`config.mk`:
```
export PLATFORM = sky130hd
export DESIGN_NAME = port_pin_function_mux
export DESIGN_NICKNAME = d
export VERILOG_FILES = /design/src/logic/port_mux_pkg.sv /design/src/logic/port_pin_function_mux.sv
export SDC_FILE = /design/constraint.sdc
export NUM_CORES = 1
export LEC_CHECK = 0
export BUFFER_PORTS_ARGS = -buffer_cell sky130_fd_sc_hd__buf_2
export CAP_MARGIN = 10
export CORE_AREA = 2 2 148 150
export CTS_CLUSTER_DIAMETER = 30
export DETAILED_ROUTE_END_ITERATION = 7
export DIE_AREA = 0 0 150 152
export PLACE_DENSITY = 0.67
export SYNTH_ARGS = -nofsm -noshare
export SYNTH_HDL_FRONTEND = slang
export SYNTH_SLANG_ARGS = --single-unit
export TNS_END_PERCENT = 50
```
`constraint.sdc`:
```
create_clock -name mclk_i -period 1.85 [get_ports mclk_i]
set_input_delay 0.37 -clock mclk_i [delete_from_list [all_inputs] [get_ports mclk_i]]
set_output_delay 0.37 -clock mclk_i [all_outputs]
set_load 0.01 [all_outputs]
```
`src/logic/port_mux_pkg.sv`:
```
/*
  Constants and types for the port pin mode and alternate-function mux.
  Assumes the mux is reached over the 8-bit special function register strobes of the core.
*/
package port_mux_pkg;

  // ===========================================================
  // pin modes
  typedef enum logic [1:0] {
    MODE_OD_PULL   = 2'b00,
    MODE_OD_HIZ    = 2'b01,
    MODE_PUSH_PULL = 2'b10,
    MODE_ANALOG    = 2'b11
  } pin_mode_t;

  // ===========================================================
  // register map
  localparam int NUM_PINS = 17;
  localparam int NUM_REGS = 12;
  localparam int REG_P1_HIGH = 0;
  localparam int REG_P3_LOW  = 1;
  localparam int REG_P3_HIGH = 2;
  localparam int REG_ROUTE   = 3;
  localparam int REG_CMP1    = 4;
  localparam int REG_TWM     = 9;
  localparam int REG_AMP     = 10;
  localparam int REG_AMP_CAL = 11;
  localparam logic [7:0] REG_ADDR [NUM_REGS] = '{8'ha3, 8'ha4, 8'ha5, 8'ha6, 8'hc1, 8'hc2,
                                                 8'hc3, 8'hc4, 8'hc5, 8'he1, 8'hee, 8'hef};
  localparam logic [7:0] REG_RESET [NUM_REGS] = '{8'h55, 8'h55, 8'h55, 8'h01, 8'h00, 8'h00,
                                                  8'h00, 8'h00, 8'h00, 8'h04, 8'h00, 8'h00};
  // writable bits; reserved and read-only bits stay zero in storage
  localparam logic [7:0] REG_WMASK [NUM_REGS] = '{8'hff, 8'hff, 8'hff, 8'hff, 8'hdf, 8'hff,
                                                  8'hff, 8'hff, 8'hff, 8'hef, 8'hbf, 8'hff};

  // ===========================================================
  // field positions
  localparam int ROUTE_PWM_B     = 7;
  localparam int ROUTE_PWM_A_POS = 6;
  localparam int ROUTE_PWM_A_NEG = 5;
  localparam int ROUTE_TIMER_C   = 4;
  localparam int ROUTE_TIMER_B   = 3;
  localparam int ROUTE_TIMER_A   = 2;
  localparam int P22_MODE_LSB    = 0;
  localparam int CTRL_EN_BIT     = 7;
  localparam int TWM_FLAG_BIT    = 5;
  localparam int TWM_ACK_BIT     = 4;
  localparam int AMP_OUT_BIT     = 5;
  localparam int AMP_FUNC_LSB    = 3;
  localparam int AMP_CAL_BIT     = 6;

  // ===========================================================
  // pin indexes: 0..7 port1, 8 port2 pin2, 9..16 port3
  localparam int PIN_P1_0 = 0;
  localparam int PIN_P1_1 = 1;
  localparam int PIN_P1_2 = 2;
  localparam int PIN_P1_3 = 3;
  localparam int PIN_P1_4 = 4;
  localparam int PIN_P1_5 = 5;
  localparam int PIN_P1_6 = 6;
  localparam int PIN_P1_7 = 7;
  localparam int PIN_P3_0 = 9;
  localparam int PIN_P3_1 = 10;
  localparam int PIN_P3_2 = 11;
  localparam int PIN_P3_3 = 12;
  localparam int PIN_P3_4 = 13;
  localparam int PIN_P3_5 = 14;
  localparam logic [16:0] ADC_PIN_MASK    = 17'h1ff45;
  localparam logic [16:0] PSEUDO_PIN_MASK = 17'h00fff;

  // ===========================================================
  // timer clock outputs: index 0 timer a, 1 timer b, 2 timer c
  localparam int TIMER_A_DIV = 64;
  localparam int TIMER_B_DIV = 2;
  localparam int TIMER_C_DIV = 2;
  localparam logic [4:0] TOGGLE_LAST [3] = '{5'(TIMER_A_DIV / 2 - 1), 5'(TIMER_B_DIV / 2 - 1),
                                             5'(TIMER_C_DIV / 2 - 1)};

endpackage

```
`src/logic/port_pin_function_mux.sv`:
```
/*
  Pin mode and alternate-function routing for port1, port2 pin2 and port3.
  Assumes registered pads, port data latches and the low port1 mode register held elsewhere.
*/
`timescale 1ns/1ps
`default_nettype none

module port_pin_function_mux (
  // clock and reset
  input  wire logic        mclk_i,
  input  wire logic        rst_n_i,
  // register strobes
  input  wire logic [7:0]  sfr_addr_i,
  input  wire logic        sfr_wr_i,
  input  wire logic        sfr_rd_i,
  input  wire logic [7:0]  sfr_wdata_i,
  output logic      [7:0]  sfr_rdata_o,
  output logic             sfr_hit_o,
  // port data latches and low port1 modes
  input  wire logic [16:0] port_data_i,
  input  wire logic [7:0]  port1_low_pin_modes_i,
  // peripheral sources
  input  wire logic        pwm_b_output_i,
  input  wire logic        pwm_a_pos_output_i,
  input  wire logic        pwm_a_neg_output_i,
  input  wire logic [2:0]  timer_ovf_i,
  input  wire logic        twm_data_out_i,
  input  wire logic        twm_clock_out_i,
  input  wire logic        twm_ack_i,
  input  wire logic        twm_done_i,
  // pads
  input  wire logic [16:0] pad_in_i,
  output logic      [16:0] pad_out_o,
  output logic      [16:0] pad_oe_n_o,
  output logic      [16:0] pad_pullup_o,
  // to core and peripherals
  output logic      [16:0] pin_in_o,
  output logic      [16:0] adc_pin_en_o,
  output logic      [16:0] analog_claim_o,
  output logic      [4:0]  comparator_en_o,
  output logic             two_wire_master_en_o,
  output logic             amplifier_en_o,
  output logic             amplifier_out_pin_o,
  output logic      [2:0]  timer_clkout_o,
  output logic      [4:0][7:0] comparator_ctrl_o,
  output logic      [7:0]  two_wire_ctrl_o,
  output logic      [7:0]  amplifier_ctrl_o,
  output logic      [7:0]  amplifier_cal_o
);

  // ===========================================================
  // register file
  logic [7:0]  regs [port_mux_pkg::NUM_REGS];
  logic [11:0] wr_hit;
  logic [7:0]  rd_value;
  logic        rd_any;

  for (genvar i = 0; i < port_mux_pkg::NUM_REGS; i++) begin : g_reg
    wire       hit = (sfr_addr_i == port_mux_pkg::REG_ADDR[i]);
    wire [7:0] wm  = port_mux_pkg::REG_WMASK[i];
    wire [7:0] hw_set;
    wire [7:0] next_reg;
    assign wr_hit[i] = hit & sfr_wr_i;
    // controller completion flag is set by hardware and wins over a write
    assign hw_set   = (i == port_mux_pkg::REG_TWM) ? 8'(twm_done_i) << port_mux_pkg::TWM_FLAG_BIT : 8'h00;
    assign next_reg = (wr_hit[i] ? ((sfr_wdata_i & wm) | (regs[i] & ~wm)) : regs[i]) | hw_set;
    always_ff @(posedge mclk_i) begin
      if (!rst_n_i) begin
        regs[i] <= port_mux_pkg::REG_RESET[i];
      end else begin
        regs[i] <= next_reg;
      end
    end
  end

  always_comb begin
    rd_value = 8'h00;
    rd_any   = 1'b0;
    for (int i = 0; i < port_mux_pkg::NUM_REGS; i++) begin
      if (sfr_addr_i == port_mux_pkg::REG_ADDR[i]) begin
        rd_any   = 1'b1;
        rd_value = regs[i];
      end
    end
    if (sfr_addr_i == port_mux_pkg::REG_ADDR[port_mux_pkg::REG_TWM]) begin
      rd_value[port_mux_pkg::TWM_ACK_BIT] = twm_ack_i;
    end
  end

  always_ff @(posedge mclk_i) begin
    if (!rst_n_i) begin
      sfr_rdata_o <= 8'h00;
      sfr_hit_o   <= 1'b0;
    end else begin
      sfr_rdata_o <= sfr_rd_i ? rd_value : 8'h00;
      sfr_hit_o   <= sfr_rd_i & rd_any;
    end
  end

  // ===========================================================
  // named register fields
  wire [7:0] route    = regs[port_mux_pkg::REG_ROUTE];
  wire [7:0] amp_ctrl = regs[port_mux_pkg::REG_AMP];
  wire [7:0] amp_cal  = regs[port_mux_pkg::REG_AMP_CAL];
  wire [1:0] amp_func = amp_ctrl[port_mux_pkg::AMP_FUNC_LSB +: 2];
  wire       amp_cal_mode = amp_cal[port_mux_pkg::AMP_CAL_BIT];

  for (genvar c = 0; c < 5; c++) begin : g_cmp
    assign comparator_ctrl_o[c] = regs[port_mux_pkg::REG_CMP1 + c];
    assign comparator_en_o[c]   = regs[port_mux_pkg::REG_CMP1 + c][port_mux_pkg::CTRL_EN_BIT];
  end
  assign two_wire_ctrl_o      = regs[port_mux_pkg::REG_TWM];
  assign amplifier_ctrl_o     = amp_ctrl;
  assign amplifier_cal_o      = amp_cal;
  assign two_wire_master_en_o = two_wire_ctrl_o[port_mux_pkg::CTRL_EN_BIT];
  assign amplifier_en_o       = amp_ctrl[port_mux_pkg::CTRL_EN_BIT];
  assign amplifier_out_pin_o  = amplifier_en_o & amp_ctrl[port_mux_pkg::AMP_OUT_BIT];

  // ===========================================================
  // mode fields, lowest pin in the lowest pair of each register
  wire [33:0] mode_vec = {regs[port_mux_pkg::REG_P3_HIGH], regs[port_mux_pkg::REG_P3_LOW],
                          route[port_mux_pkg::P22_MODE_LSB +: 2], regs[port_mux_pkg::REG_P1_HIGH],
                          port1_low_pin_modes_i};

  // ===========================================================
  // amplifier pin claims
  wire amp_func_both = (amp_func == 2'b11);
  wire amp_claim_p0  = amplifier_en_o & (amp_cal_mode ? amp_func_both
                                                      : (amp_func == 2'b00) | amp_func_both);
  wire amp_claim_p1  = amplifier_en_o & (amp_cal_mode ? amp_func_both : (amp_func != 2'b00));

  // ===========================================================
  // analog claims by comparators and amplifier
  always_comb begin
    analog_claim_o = '0;
    analog_claim_o[port_mux_pkg::PIN_P1_3] = comparator_en_o[0];
    analog_claim_o[port_mux_pkg::PIN_P1_4] = comparator_en_o[0];
    analog_claim_o[port_mux_pkg::PIN_P1_5] = comparator_en_o[1];
    analog_claim_o[port_mux_pkg::PIN_P1_7] = comparator_en_o[2];
    analog_claim_o[port_mux_pkg::PIN_P1_6] = comparator_en_o[3] | amplifier_out_pin_o;
    analog_claim_o[port_mux_pkg::PIN_P3_2] = comparator_en_o[4];
    analog_claim_o[port_mux_pkg::PIN_P1_0] = amp_claim_p0;
    analog_claim_o[port_mux_pkg::PIN_P1_1] = amp_claim_p1;
  end

  // ===========================================================
  // timer clock outputs: toggle after a fixed number of overflows, 32 for timer a and 1 for timers b and c
  logic [4:0] ovf_cnt [3];
  wire  [2:0] clkout_en = {route[port_mux_pkg::ROUTE_TIMER_C], route[port_mux_pkg::ROUTE_TIMER_B],
                           route[port_mux_pkg::ROUTE_TIMER_A]};

  for (genvar t = 0; t < 3; t++) begin : g_tmr
    wire last = (ovf_cnt[t] == port_mux_pkg::TOGGLE_LAST[t]);
    always_ff @(posedge mclk_i) begin
      if (!rst_n_i || !clkout_en[t]) begin
        ovf_cnt[t]        <= 5'h00;
        timer_clkout_o[t] <= 1'b0;
      end else if (timer_ovf_i[t]) begin
        ovf_cnt[t]        <= last ? 5'h00 : ovf_cnt[t] + 5'h01;
        timer_clkout_o[t] <= timer_clkout_o[t] ^ last;
      end
    end
  end

  // ===========================================================
  // peripheral output routing
  logic [16:0] alt_en;
  logic [16:0] alt_val;
  wire pwm_a_pos_sel = route[port_mux_pkg::ROUTE_PWM_A_POS];

  always_comb begin
    alt_en  = '0;
    alt_val = '0;
    alt_en[port_mux_pkg::PIN_P3_3]  = route[port_mux_pkg::ROUTE_PWM_B];
    alt_val[port_mux_pkg::PIN_P3_3] = pwm_b_output_i;
    alt_en[port_mux_pkg::PIN_P3_5]  = pwm_a_pos_sel | clkout_en[1];
    alt_val[port_mux_pkg::PIN_P3_5] = pwm_a_pos_sel ? pwm_a_pos_output_i : timer_clkout_o[1];
    alt_en[port_mux_pkg::PIN_P1_2]  = route[port_mux_pkg::ROUTE_PWM_A_NEG];
    alt_val[port_mux_pkg::PIN_P1_2] = pwm_a_neg_output_i;
    alt_en[port_mux_pkg::PIN_P1_0]  = clkout_en[2];
    alt_val[port_mux_pkg::PIN_P1_0] = timer_clkout_o[2];
    alt_en[port_mux_pkg::PIN_P3_4]  = clkout_en[0];
    alt_val[port_mux_pkg::PIN_P3_4] = timer_clkout_o[0];
    alt_en[port_mux_pkg::PIN_P3_0]  = two_wire_master_en_o;
    alt_val[port_mux_pkg::PIN_P3_0] = twm_data_out_i;
    alt_en[port_mux_pkg::PIN_P3_1]  = two_wire_master_en_o;
    alt_val[port_mux_pkg::PIN_P3_1] = twm_clock_out_i;
  end

  // ===========================================================
  // per-pin driver control
  logic [16:0] src_q;

  for (genvar k = 0; k < port_mux_pkg::NUM_PINS; k++) begin : g_pin
    wire [1:0] field = mode_vec[2 * k +: 2];
    port_mux_pkg::pin_mode_t mode;
    assign mode = port_mux_pkg::pin_mode_t'(field);
    wire analog   = (mode == port_mux_pkg::MODE_ANALOG) | analog_claim_o[k];
    wire src      = alt_en[k] ? alt_val[k] : port_data_i[k];
    wire od_mode  = (mode == port_mux_pkg::MODE_OD_PULL) | (mode == port_mux_pkg::MODE_OD_HIZ);
    // pseudo open drain pins push high for one cycle on a rising edge
    wire boost    = port_mux_pkg::PSEUDO_PIN_MASK[k] & od_mode & src & ~src_q[k];
    wire next_drv = ~analog & ((mode == port_mux_pkg::MODE_PUSH_PULL) | ~src | boost);
    wire next_pu  = ~analog & (mode == port_mux_pkg::MODE_OD_PULL) & src;
    wire next_din = ~analog & od_mode;
    assign adc_pin_en_o[k] = port_mux_pkg::ADC_PIN_MASK[k] & (mode == port_mux_pkg::MODE_ANALOG);
    always_ff @(posedge mclk_i) begin
      if (!rst_n_i) begin
        src_q[k]        <= 1'b1;
        pad_out_o[k]    <= 1'b1;
        pad_oe_n_o[k]   <= 1'b1;
        pad_pullup_o[k] <= 1'b0;
        pin_in_o[k]     <= 1'b0;
      end else begin
        src_q[k]        <= src;
        pad_out_o[k]    <= src;
        pad_oe_n_o[k]   <= ~next_drv;
        pad_pullup_o[k] <= next_pu;
        pin_in_o[k]     <= next_din & pad_in_i[k];
      end
    end
  end
endmodule

`default_nettype wire

```
=== Yosys cells after proc, flatten, opt, wreduce, memory -nomap -nowiden ===
Memory sizes are Yosys's and may differ from the RTL's.
Cells that the tools add are included.

* Equal/unequal tests: 65
* Multiplexer cells: 82
* Add/subtract/negate cells: 3
* Reduce and logical (&&, ||, !) cells: 29
* Bitwise logic cells: 267

{| class="wikitable"
|+ Operator list
! kind !! number
|-
| $mux W8 || 36
|-
| $and A1 B1 Y1 || 125
|-
| $eq A8 B8 Y1 const B || 12
|-
| $or A1 B1 Y1 || 72
|-
| $eq A2 B2 Y1 const B || 35
|-
| $not A1 Y1 || 63
|-
| $mux W1 || 40
|-
| $logic_not A2 Y1 || 18
|-
| $eq A2 B1 Y1 const B || 17
|-
| $mux W5 || 6
|-
| $or A8 B6 Y8 || 2
|-
| $add A5 B1 Y5 const B || 3
|-
| $logic_not A5 Y1 || 2
|-
| $or A8 B5 Y8 || 1
|-
| $or A8 B7 Y8 || 1
|-
| $eq A5 B5 Y1 const B || 1
|-
| $logic_not A1 Y1 || 4
|-
| $logic_or A1 B1 Y1 || 3
|-
| $xor A1 B1 Y1 || 3
|-
| $reduce_and A2 Y1 || 1
|-
| $reduce_bool A2 Y1 || 1
|}

* Input bits: 72
* Memories: 2
* Register bits after elaboration: 80
* Memory bits (writable): 111
* Output and inout bits: 186
* Word-level logic and storage cells: 521

{| class="wikitable"
|+ Memories
! name !! depth !! width !! read ports !! clocked after memory_dff !! wr ports !! RTL line !! text
|-
| regs || 12 || 8 || 12 || 0 || 12 || port_pin_function_mux.sv:53 || <nowiki>logic [7:0] regs [port_mux_pkg::NUM_REGS];</nowiki>
|-
| ovf_cnt || 3 || 5 || 3 || 0 || 3 || port_pin_function_mux.sv:148 || <nowiki>logic [4:0] ovf_cnt [3];</nowiki>
|}

=== Depth between registers and ports, before layout ===
Gate-level depths: netlist of the first run.

* Depth after elaboration: 14
* Gate-level depth with buffers: 8
* Depth with buffers taken out: 6

=== Worst setup path before layout of the first run ===
Ideal clock, no wire load.

* Kind: input -> register
* From: input port sfr_addr_i[1]
* To: register sfr_rdata_o[4]
* Arrival time: 1.669 ns
* Path slack: 0.061 ns
* Buffers on the path: 2
* Cell stages on the path: 8
* Required time: 1.730 ns
* Cells stage by stage: buf_2 -> buf_2 -> nor2b_1 -> a22oi_1 -> o21ai_0 -> a222oi_1 -> a21oi_1 -> o31a_1

* Word-level cells in the longest chain between the ends: 14

{| class="wikitable"
|+ RTL lines
! what !! RTL line !! text
|-
| start, declared || port_pin_function_mux.sv:13 || <nowiki>input wire logic [7:0] sfr_addr_i,</nowiki>
|-
| $eq A8 B8 Y1 || port_pin_function_mux.sv:80 || <nowiki>if (sfr_addr_i == port_mux_pkg::REG_ADDR[i]) begin</nowiki>
|-
| $mux W8 (12 in series) || port_pin_function_mux.sv:80 ||
|-
| $mux W1 (*) || port_pin_function_mux.sv:85 || <nowiki>if (sfr_addr_i == port_mux_pkg::REG_ADDR[port_mux_pkg::REG_TWM]) begin</nowiki>
|-
| end signal, assigned || port_pin_function_mux.sv:95 || <nowiki>sfr_rdata_o <= sfr_rd_i ? rd_value : 8'h00;</nowiki>
|-
| end, declared || port_pin_function_mux.sv:17 || <nowiki>output logic [7:0] sfr_rdata_o,</nowiki>
|}

Mark *: on every way between the ends. The rest lies on a longest branch, timed or not.
A chain may end at the register's enable or synchronous reset.

==> flow_summary.ini, run 1 <==
[outcome]
outcome = complete, no violations

[clock_tree]
cts.reportedPaths.clkPinSlew_ns = 0.07
cts_hold_buf = 0
root_buffer = clkbuf_16
clockBufferDepth = 2
cts_tree = done
clkLatencyLatePin_ns = 0.43
cts_sinks = 188
numCtsBuffers = 17
htree_levels = 4

[power]
p_total_mw = 8.67
p_per_area_nw_per_um2 = 792
ir_worst_vdd_uv = 544
p_leak_nw = 5.15

[synth]
syn_avg_cell_area_sq_um = 9.44
synth_compound_area_frac = 0.113
synthDistinctLibCells = 70
synthSimpleGateAreaFrac = 0.221
synth_mux_area_frac = 0.0981
synth_area_sq_um = 8410
yosys.area_share.adder = 0.0119
ys_dominant_reg_cell = dfxtp_1
synth_edf_count = 15
yosysSeqAreaShare = 0.466
synth_warnings = 0
ys_ff_latch = 188
yosysTopAreaCell = dfxtp_1
synthXorXnorAreaFrac = 0.0125
synthCells = 891
yosysTopAreaCellShare = 0.412
synthArstFlopShare = 0
synthTopCellsByArea = dfxtp_1, mux2i_1, edfxtp_1
synth_top_family_by_area = simple AND/OR/NAND/NOR gates

[timing]
timing.final.crit_share = 0.984
final-max-slew-violation-count = 0
clock-skew-final_ns = 0.00967
hold_violations = 0
finalSetupViolations = 0
rsz0062_at_grt = true
max_freq_mhz = 549
layout_min_cycle_time_ns = 1.82
finalHoldWorstSlack_ns = 0.118

[route]
viasPerCell = 5.06
drc = 0
ant_nets = 0
wirelength_microns = 26300
drt_iter0_drc = 478
first_pass_iters = 5
wl_per_cell_microns = 18.0
vias = 7418

[final_layout]
multi_input_area_sq_um = 3950
layout_commonest_cell = buf_2
seqCellArea_sq_um = 3920
nFillCells = 2036
final_cell_mix = buf_2, dfxtp_1, buf_4, nand2_1, mux2i_1
layout.nets = 1253
layout-drive-gt1-share = 0.336
postLayoutCellArea_sq_um = 10900
n_antenna_cell = 0
final_util = 0.513
area_growth_pct = 30.2

[floorplanning]
die_w_microns = 150
core_sq_um = 21400
start_util = 0.394
row_count = 54
die_h_microns = 152
die_area_sq_um = 22800
io_pins = 258

[critical_path]
slowest_stage = dfxtp_4
slowest_delay_ns = 0.38
cp.arrival_ns = 1.45
endpoint_kind = primary output
crit_path_frequent_cell = inv_2
reg2reg_depth = 12
startpoint_type = register
reg2reg_from = regs[2][20]$_SDFFE_PN0P_
cp_cell_sequence = inv_2, ha_4, inv_2, o21ai_2, inv_1, buf_2
crit_family = flip-flops
critPathBufInv = 4
critPathMaxFanout = 4
worstSetupPathType = register to primary output
r2r_slack_ns = 0.09
required_ns = 1.48
timing.rr.end = pin_in_o[1]$_SDFF_PN0_

[grt]
antenna_found_initial = 1
grtUsageTotal = 0.227
overflow = 0
grt_max_degree = 40
grt_pass1_wl_microns = 39900
grt_pass1_vias = 6931

[placement]
dpl_cell_area_sq_um = 10200
place_hpwl_microns = 19800
gp_congestion = 0.915
portBuffers = 240

[worst_hold_path]
hp-class = primary input to register
hold_end = pad_pullup_o[3]$_SDFF_PN0_
hp-start = port1_low_pin_modes_i[6]
holdPathStages = 2

[flow_run]
maxCapViolations = 0
-- cells in the mapped netlist, drive strengths merged (12+ instances only) --
library cell / number
a21boi: 22
a21oi: 26
a22oi: 13
and2: 12
and3: 14
buf: 60
clkbuf: 30
dfxtp: 173
edfxtp: 15
inv: 33
mux2i: 79
nand2: 86
nand2b: 18
nand3: 40
nor2: 44
nor2b: 62
nor3b: 12
o21ai: 37
-- metrics by stage --
step           TNS [ns]  setup slack, ns  cells
2_1_floorplan         0           0.0614    907
3_3_place_gp      -1.88           -0.187   1425
3_5_place_dp      -2.04           -0.165   1425
4_1_cts         -0.0315          -0.0315   1463
5_1_grt         -0.0266          -0.0266   1466
6_report              0           0.0288   1466
-- sequential cells by signal, summed over array words and instances, names as in the netlist --
signal and cells:
sfr_rdata_o 8, pad_pullup_o 17, pad_oe_n_o 17, sfr_hit_o 1, src_q 12, timer_clkout_o 3
regs 93, pad_out_o 5, ovf_cnt 15, pin_in_o 17
-- worst register-to-register path, cell delays in order (launching register included) --
cell      delay, ns
dfxtp_4        0.38
ha_4           0.13
inv_2          0.03
a21boi_2       0.16
o21ai_2        0.09
buf_4          0.15
buf_4          0.12
buf_4          0.12
buf_4          0.12
buf_4          0.12
buf_4          0.13
nand2_2        0.07
nor3b_1        0.05
-- report_power, final --
| part | total, mW | switching (mW) | internal, mW |
|---|---|---|---|
| Combinational | 0.674 | 0.384 | 0.290 |
| Sequential | 4.18 | 0.0220 | 4.16 |
| Clock | 3.82 | 1.75 | 2.08 |
| Total | 8.67 | 2.15 | 6.52 |
-- per-layer routing --
layer / global-route usage / share of wire
met5: 0 / 0
met4: 0.0719 / 0.022
met3: 0.0357 / 0.062
met2: 0.366 / 0.46
met1: 0.310 / 0.45
-- layout make-up --
class	count	share of cell area
multi-input combinational	596	0.361
sequential	188	0.358
timing repair buffer	337	0.181
clock buffer	19	0.0434
tap	280	0.0320
clock inverter	13	0.0129
inverter	33	0.0113
-- repair_timing --
item | 4_1_cts | 5_1_grt
resized for setup | 7 | 15
pin swaps | 0 | 6
hold endpoints to repair | 0 | 0
setup buffers | 6 | 3
setup endpoints to repair | 2 | 16
-- worst max-delay path by stage --
stage                                            to  slack (ns)                      from  cells past startpoint
after floorplan           sfr_rdata_o[4]$_SDFF_PN0_        0.06             sfr_addr_i[1]                      8
after global placement    sfr_rdata_o[6]$_SDFF_PN0_       -0.19             sfr_addr_i[5]                      9
after detailed placement  sfr_rdata_o[6]$_SDFF_PN0_       -0.17             sfr_addr_i[5]                      9
after CTS                         analog_claim_o[0]       -0.03  regs[2][19]$_SDFFE_PN0P_                      6
after global routing              analog_claim_o[0]       -0.03  regs[2][19]$_SDFFE_PN0P_                      6
final                             analog_claim_o[0]        0.03  regs[2][19]$_SDFFE_PN0P_                      6
-- cell families (layout without fill, tap and decap cells) --
kind of cell               after synthesis  after routing
xor gates and xnor gates                12             12
AOI/OAI and AO/OA                      144            144
and+or+nand+nor                        333            333
adders and majority gates                8              8
muxes                                   82             82
other                                    1             17
DFF                                    188            188
buffers and inverters                  123            402
(Power assumes the default switching activity.)
==> run 2: changes to the inputs <==
- REMOVE_ABC_BUFFERS: unset -> 1
==> flow_summary.ini, run 2 (synthesized netlist as in run 1, its figures left out) <==
[power]
p_leak_nw = 5.18
p_per_area_nw_per_um2 = 772
internal-power_mw = 6.44
power.switching_mw = 2.05
ir_worst_vdd_uv = 575
p_seq_frac = 0.492
p_comb_frac = 0.080
swShare = 0.241
clkPwrFrac = 0.428

[grt]
grtUsageTotal = 0.229
grt_max_degree = 58
antenna_found_initial = 0
overflow = 0
grt_pass1_vias = 7058
grt_pass1_wl_microns = 40200

[final_layout]
layout.nets = 1261
area_growth_pct = 30.7
final_cell_mix = buf_2, dfxtp_1, buf_4, nand2_1, mux2i_1
regMostFlops = regs
largest_reg_flops = 93
final_util = 0.515
nFillCells = 1998
instances_no_fill = 1474
layout_commonest_cell = buf_2
layout-drive-gt1-share = 0.334
n_antenna_cell = 0

[route]
drt_iter0_drc = 554
ant_nets = 0
viasPerCell = 5.04
drc = 0
wirelength_microns = 26300
first_pass_iters = 5
wl_per_cell_microns = 17.8
vias = 7427

[flow_run]
maxCapViolations = 0

[outcome]
outcome = complete, no violations

[clock_tree]
htree_levels = 4
root_buffer = clkbuf_16
clockBufferDepth = 2
cts_tree = done
clkLatencyLatePin_ns = 0.44
cts.reportedPaths.clkPinSlew_ns = 0.07
cts_hold_buf = 0
numCtsBuffers = 17
cts_sinks = 188

[worst_hold_path]
hp-class = primary input to register

[timing]
final-max-slew-violation-count = 0
timing.final.crit_share = 0.984
layout_min_cycle_time_ns = 1.82
clock-skew-final_ns = 0.0123
hold_violations = 0
rsz0062_at_grt = true
max_freq_mhz = 549
finalSetupViolations = 0

[floorplanning]
core_sq_um = 21400
row_count = 54
die_w_microns = 150
io_pins = 258
start_util = 0.394
die_h_microns = 152
die_area_sq_um = 22800

[placement]
gp_congestion = 0.967
place_hpwl_microns = 19900
dp_cells = 1435
portBuffers = 240

[critical_path]
required_ns = 1.48
worstSetupPathType = register to primary output
critPathMaxFanout = 5
endpoint_kind = primary output
cp.arrival_ns = 1.45
startpoint_type = register
==> run 2: cell count changes in the layout (fill, tap and decap cells not counted), sizes merged <==
cell and delta:
clkinv -1, inv -2, clkbuf +3, buf +8
==> run 2: metrics by stage <==
stage	setup slack (ns)	setup TNS (ns)	power (mW)	hold WS [ns]	instance area, sq um
2_1_floorplan	-0.390	-7.46	4.52	0.432	7930
3_3_place_gp	-0.362	-3.40	4.94	0.453	10300
3_5_place_dp	-0.296	-4.07	4.94	0.458	10300
4_1_cts	-0.0259	-0.0259	8.55	0.0915	10900
5_1_grt	-0.0568	-0.109	8.78	0.114	11000
6_report	0.0293	0	8.48	0.106	11000
==> run 2: power by group through the flow <==
stage / Sequential [mW] / Clock (mW) / Combinational, mW
floorplan: 4.31 / 0 / 0.208
global placement: 4.27 / 0 / 0.667
detailed placement: 4.28 / 0 / 0.670
CTS: 4.18 / 3.70 / 0.672
global route: 4.18 / 3.86 / 0.733
finish: 4.18 / 3.63 / 0.676
==> run 2: worst max-delay path: stages, from the launching register on <==
cell and delay (ns):
dfxtp_4 0.37, inv_2 0.05, ha_4 0.24, inv_1 0.04, o21ai_2 0.14, inv_1 0.05, buf_2 0.13
==> run 2: what timing repair did <==
action,in CTS,in global routing
gates resized for setup,6,8
setup buffers,1,6
pin swaps,0,4
setup endpoints to repair,2,7
==> run 2: area by class of cell <==
cell class                 instances  area, sq um  area share
multi-input combinational        596         3920       0.357
sequential                       188         3920       0.357
timing repair buffer             345         2090       0.190
clock buffer                      22          474      0.0432
tap                              280          350      0.0319
inverter                          33          124      0.0113
clock inverter                    10          104     0.00945
==> run 2: metal layers <==
metal / vias to the layer above / global-route usage / share of wire
met5: - / 0 / 0
met4: 0 / 0.0759 / 0.022
met3: 39 / 0.0363 / 0.063
met2: 295 / 0.375 / 0.47
met1: 3485 / 0.309 / 0.45
li1: 3608 / - / -
==> run 2: worst paths after layout <==
check                         startpoint                           to  slack (ns)  cells after the start
min             port1_low_pin_modes_i[4]   pad_pullup_o[2]$_SDFF_PN0_        0.11                      2
max reg2reg  ovf_cnt[2][1]$_SDFFCE_PP0P_  ovf_cnt[2][4]$_SDFFCE_PP0P_        0.09                      5
min reg2reg          src_q[5]$_SDFF_PN1_     pad_oe_n_o[5]$_SDFF_PN1_        0.46                      2
max             regs[2][19]$_SDFFE_PN0P_            analog_claim_o[0]        0.03                      6
==> run 3: changes to the inputs <==
- PLACE_DENSITY: 0.67 -> unset
- clock period: 1.85 -> 1.95 ns (I/O delays scaled with it)
==> flow_summary.ini, run 3 (synthesized netlist as in run 1, its figures left out) <==
[outcome]
outcome = complete, no violations

[floorplanning]
io_pins = 258
die_area_sq_um = 22800
core_sq_um = 21400
row_count = 54
die_h_microns = 152
die_w_microns = 150
start_util = 0.394

[route]
first_pass_iters = 5
drc = 0
vias = 7311
viasPerCell = 5.04
wirelength_microns = 25900
ant_nets = 0
wl_per_cell_microns = 17.9
drt_iter0_drc = 513

[timing]
timing.final.crit_share = 0.950
final-max-slew-violation-count = 0
layout_min_cycle_time_ns = 1.85
max_freq_mhz = 540
setup_ws_ns = 0.0969
clock-skew-final_ns = 0.00866
worst_pin_slew_ns = 0.662
rsz0062_at_grt = false
hold_violations = 0
finalSetupViolations = 0
timing.setup.tns_ns = 0
relSlewSlack = 0.555

[critical_path]
reg2reg_depth = 5
crit_family = flip-flops
slowest_stage = dfxtp_4
cp_cell_sequence = inv_1, ha_1, inv_1, o21ai_2, inv_1, buf_2
cp.arrival_ns = 1.46
critPathMaxFanout = 5
crit_path_frequent_cell = inv_1
r2r_slack_ns = 0.14
startpoint_type = register
worstSetupPathType = register to primary output
slowest_delay_ns = 0.37
cp-startpoint = regs[2][19]$_SDFFE_PN0P_
critPathBufInv = 4
required_ns = 1.56
endpoint_kind = primary output
reg2reg_from = ovf_cnt[2][0]$_SDFFCE_PP0P_
timing.rr.end = ovf_cnt[2][4]$_SDFFCE_PP0P_

[grt]
antenna_found_initial = 0
grtUsageTotal = 0.228
overflow = 0
grt_max_degree = 58
grt_pass1_vias = 6956
grt_pass1_wl_microns = 39800

[final_layout]
layout-drive-gt1-share = 0.321
largest_reg_flops = 93
final_cell_mix = buf_2, dfxtp_1, nand2_1, mux2i_1, buf_4
regMostFlops = regs
n_antenna_cell = 0
nFillCells = 2047
layout_commonest_cell = buf_2
area_growth_pct = 28.8
layout.nets = 1239

[clock_tree]
cts_hold_buf = 0
root_buffer = clkbuf_16
numCtsBuffers = 17
cts_tree = done
clockBufferDepth = 2
cts_sinks = 188
htree_levels = 4
cts.reportedPaths.clkPinSlew_ns = 0.07
clkLatencyLatePin_ns = 0.44

[flow_run]
maxCapViolations = 0

[placement]
gp_congestion = 0.947
place_hpwl_microns = 19700
place_ws_ns = -0.281
portBuffers = 240

[power]
p_per_area_nw_per_um2 = 750
ir_worst_vdd_uv = 549
p_total_mw = 8.12
p_leak_nw = 5.08

[worst_hold_path]
hp-start = port1_low_pin_modes_i[4]
hold_end = pad_pullup_o[2]$_SDFF_PN0_
holdPathStages = 2
hp-class = primary input to register
[run 3: how the worst max path moves through the flow]
stage                                      endpoint  slack [ns]  cells after the start
final                             analog_claim_o[0]         0.1                      6
after floorplan            regs[0][10]$_SDFFE_PN1P_       -0.31                      4
after global placement    sfr_rdata_o[0]$_SDFF_PN0_       -0.23                      9
after detailed placement  sfr_rdata_o[0]$_SDFF_PN0_       -0.28                      9
after global routing              analog_claim_o[1]       0.004                      6
after CTS                         analog_claim_o[1]       0.007                      6
[run 3: final cells by class]
type	instances	area [sq um]	area share
Multi-Input combinational cell	596	3910	0.361
Timing Repair Buffer	323	1940	0.179
Sequential cell	188	3920	0.362
Inverter	33	124	0.0114
Clock inverter	13	125	0.0116
Clock buffer	19	464	0.0429
Tap cell	280	350	0.0323
[run 3: worst reg2reg max path: stages (launching register included)]
cell and delay [ns]:
edfxtp_1 0.44, inv_1 0.08, ha_1 0.13, or4b_2 0.62
nand4_1 0.22, nor2_1 0.07
[run 3: power breakdown]
group	internal [mW]	switching (mW)
Clock	1.90	1.63
Sequential	3.94	0.0206
Combinational	0.274	0.357
[run 3: metrics by stage]
step / utilization / instance area (sq um) / hold WS (ns) / cells
after global placement: 0.479 / 10200 / 0.451 / 1420
final: 0.507 / 10800 / 0.121 / 1452
after global routing: 0.507 / 10800 / 0.108 / 1452
after detailed placement: 0.479 / 10200 / 0.450 / 1420
after floorplan: - / 7930 / 0.434 / 817
after CTS: 0.507 / 10800 / 0.107 / 1452
[run 3: layer usage]
metal / track usage / wire (microns) / up-vias
li1: - / - / 3573
met1: 0.302 / 11600 / 3445
met2: 0.373 / 12200 / 255
met3: 0.0468 / 1490 / 38
met4: 0.0687 / 563 / 0
met5: 0 / 0 / -
[run 3: repair_timing]
| action | 4_1_cts | 5_1_grt |
|---|---|---|
| resized for setup | 4 | 6 |
| setup endpoints to repair | 2 | 2 |
| setup buffers | 0 | 0 |
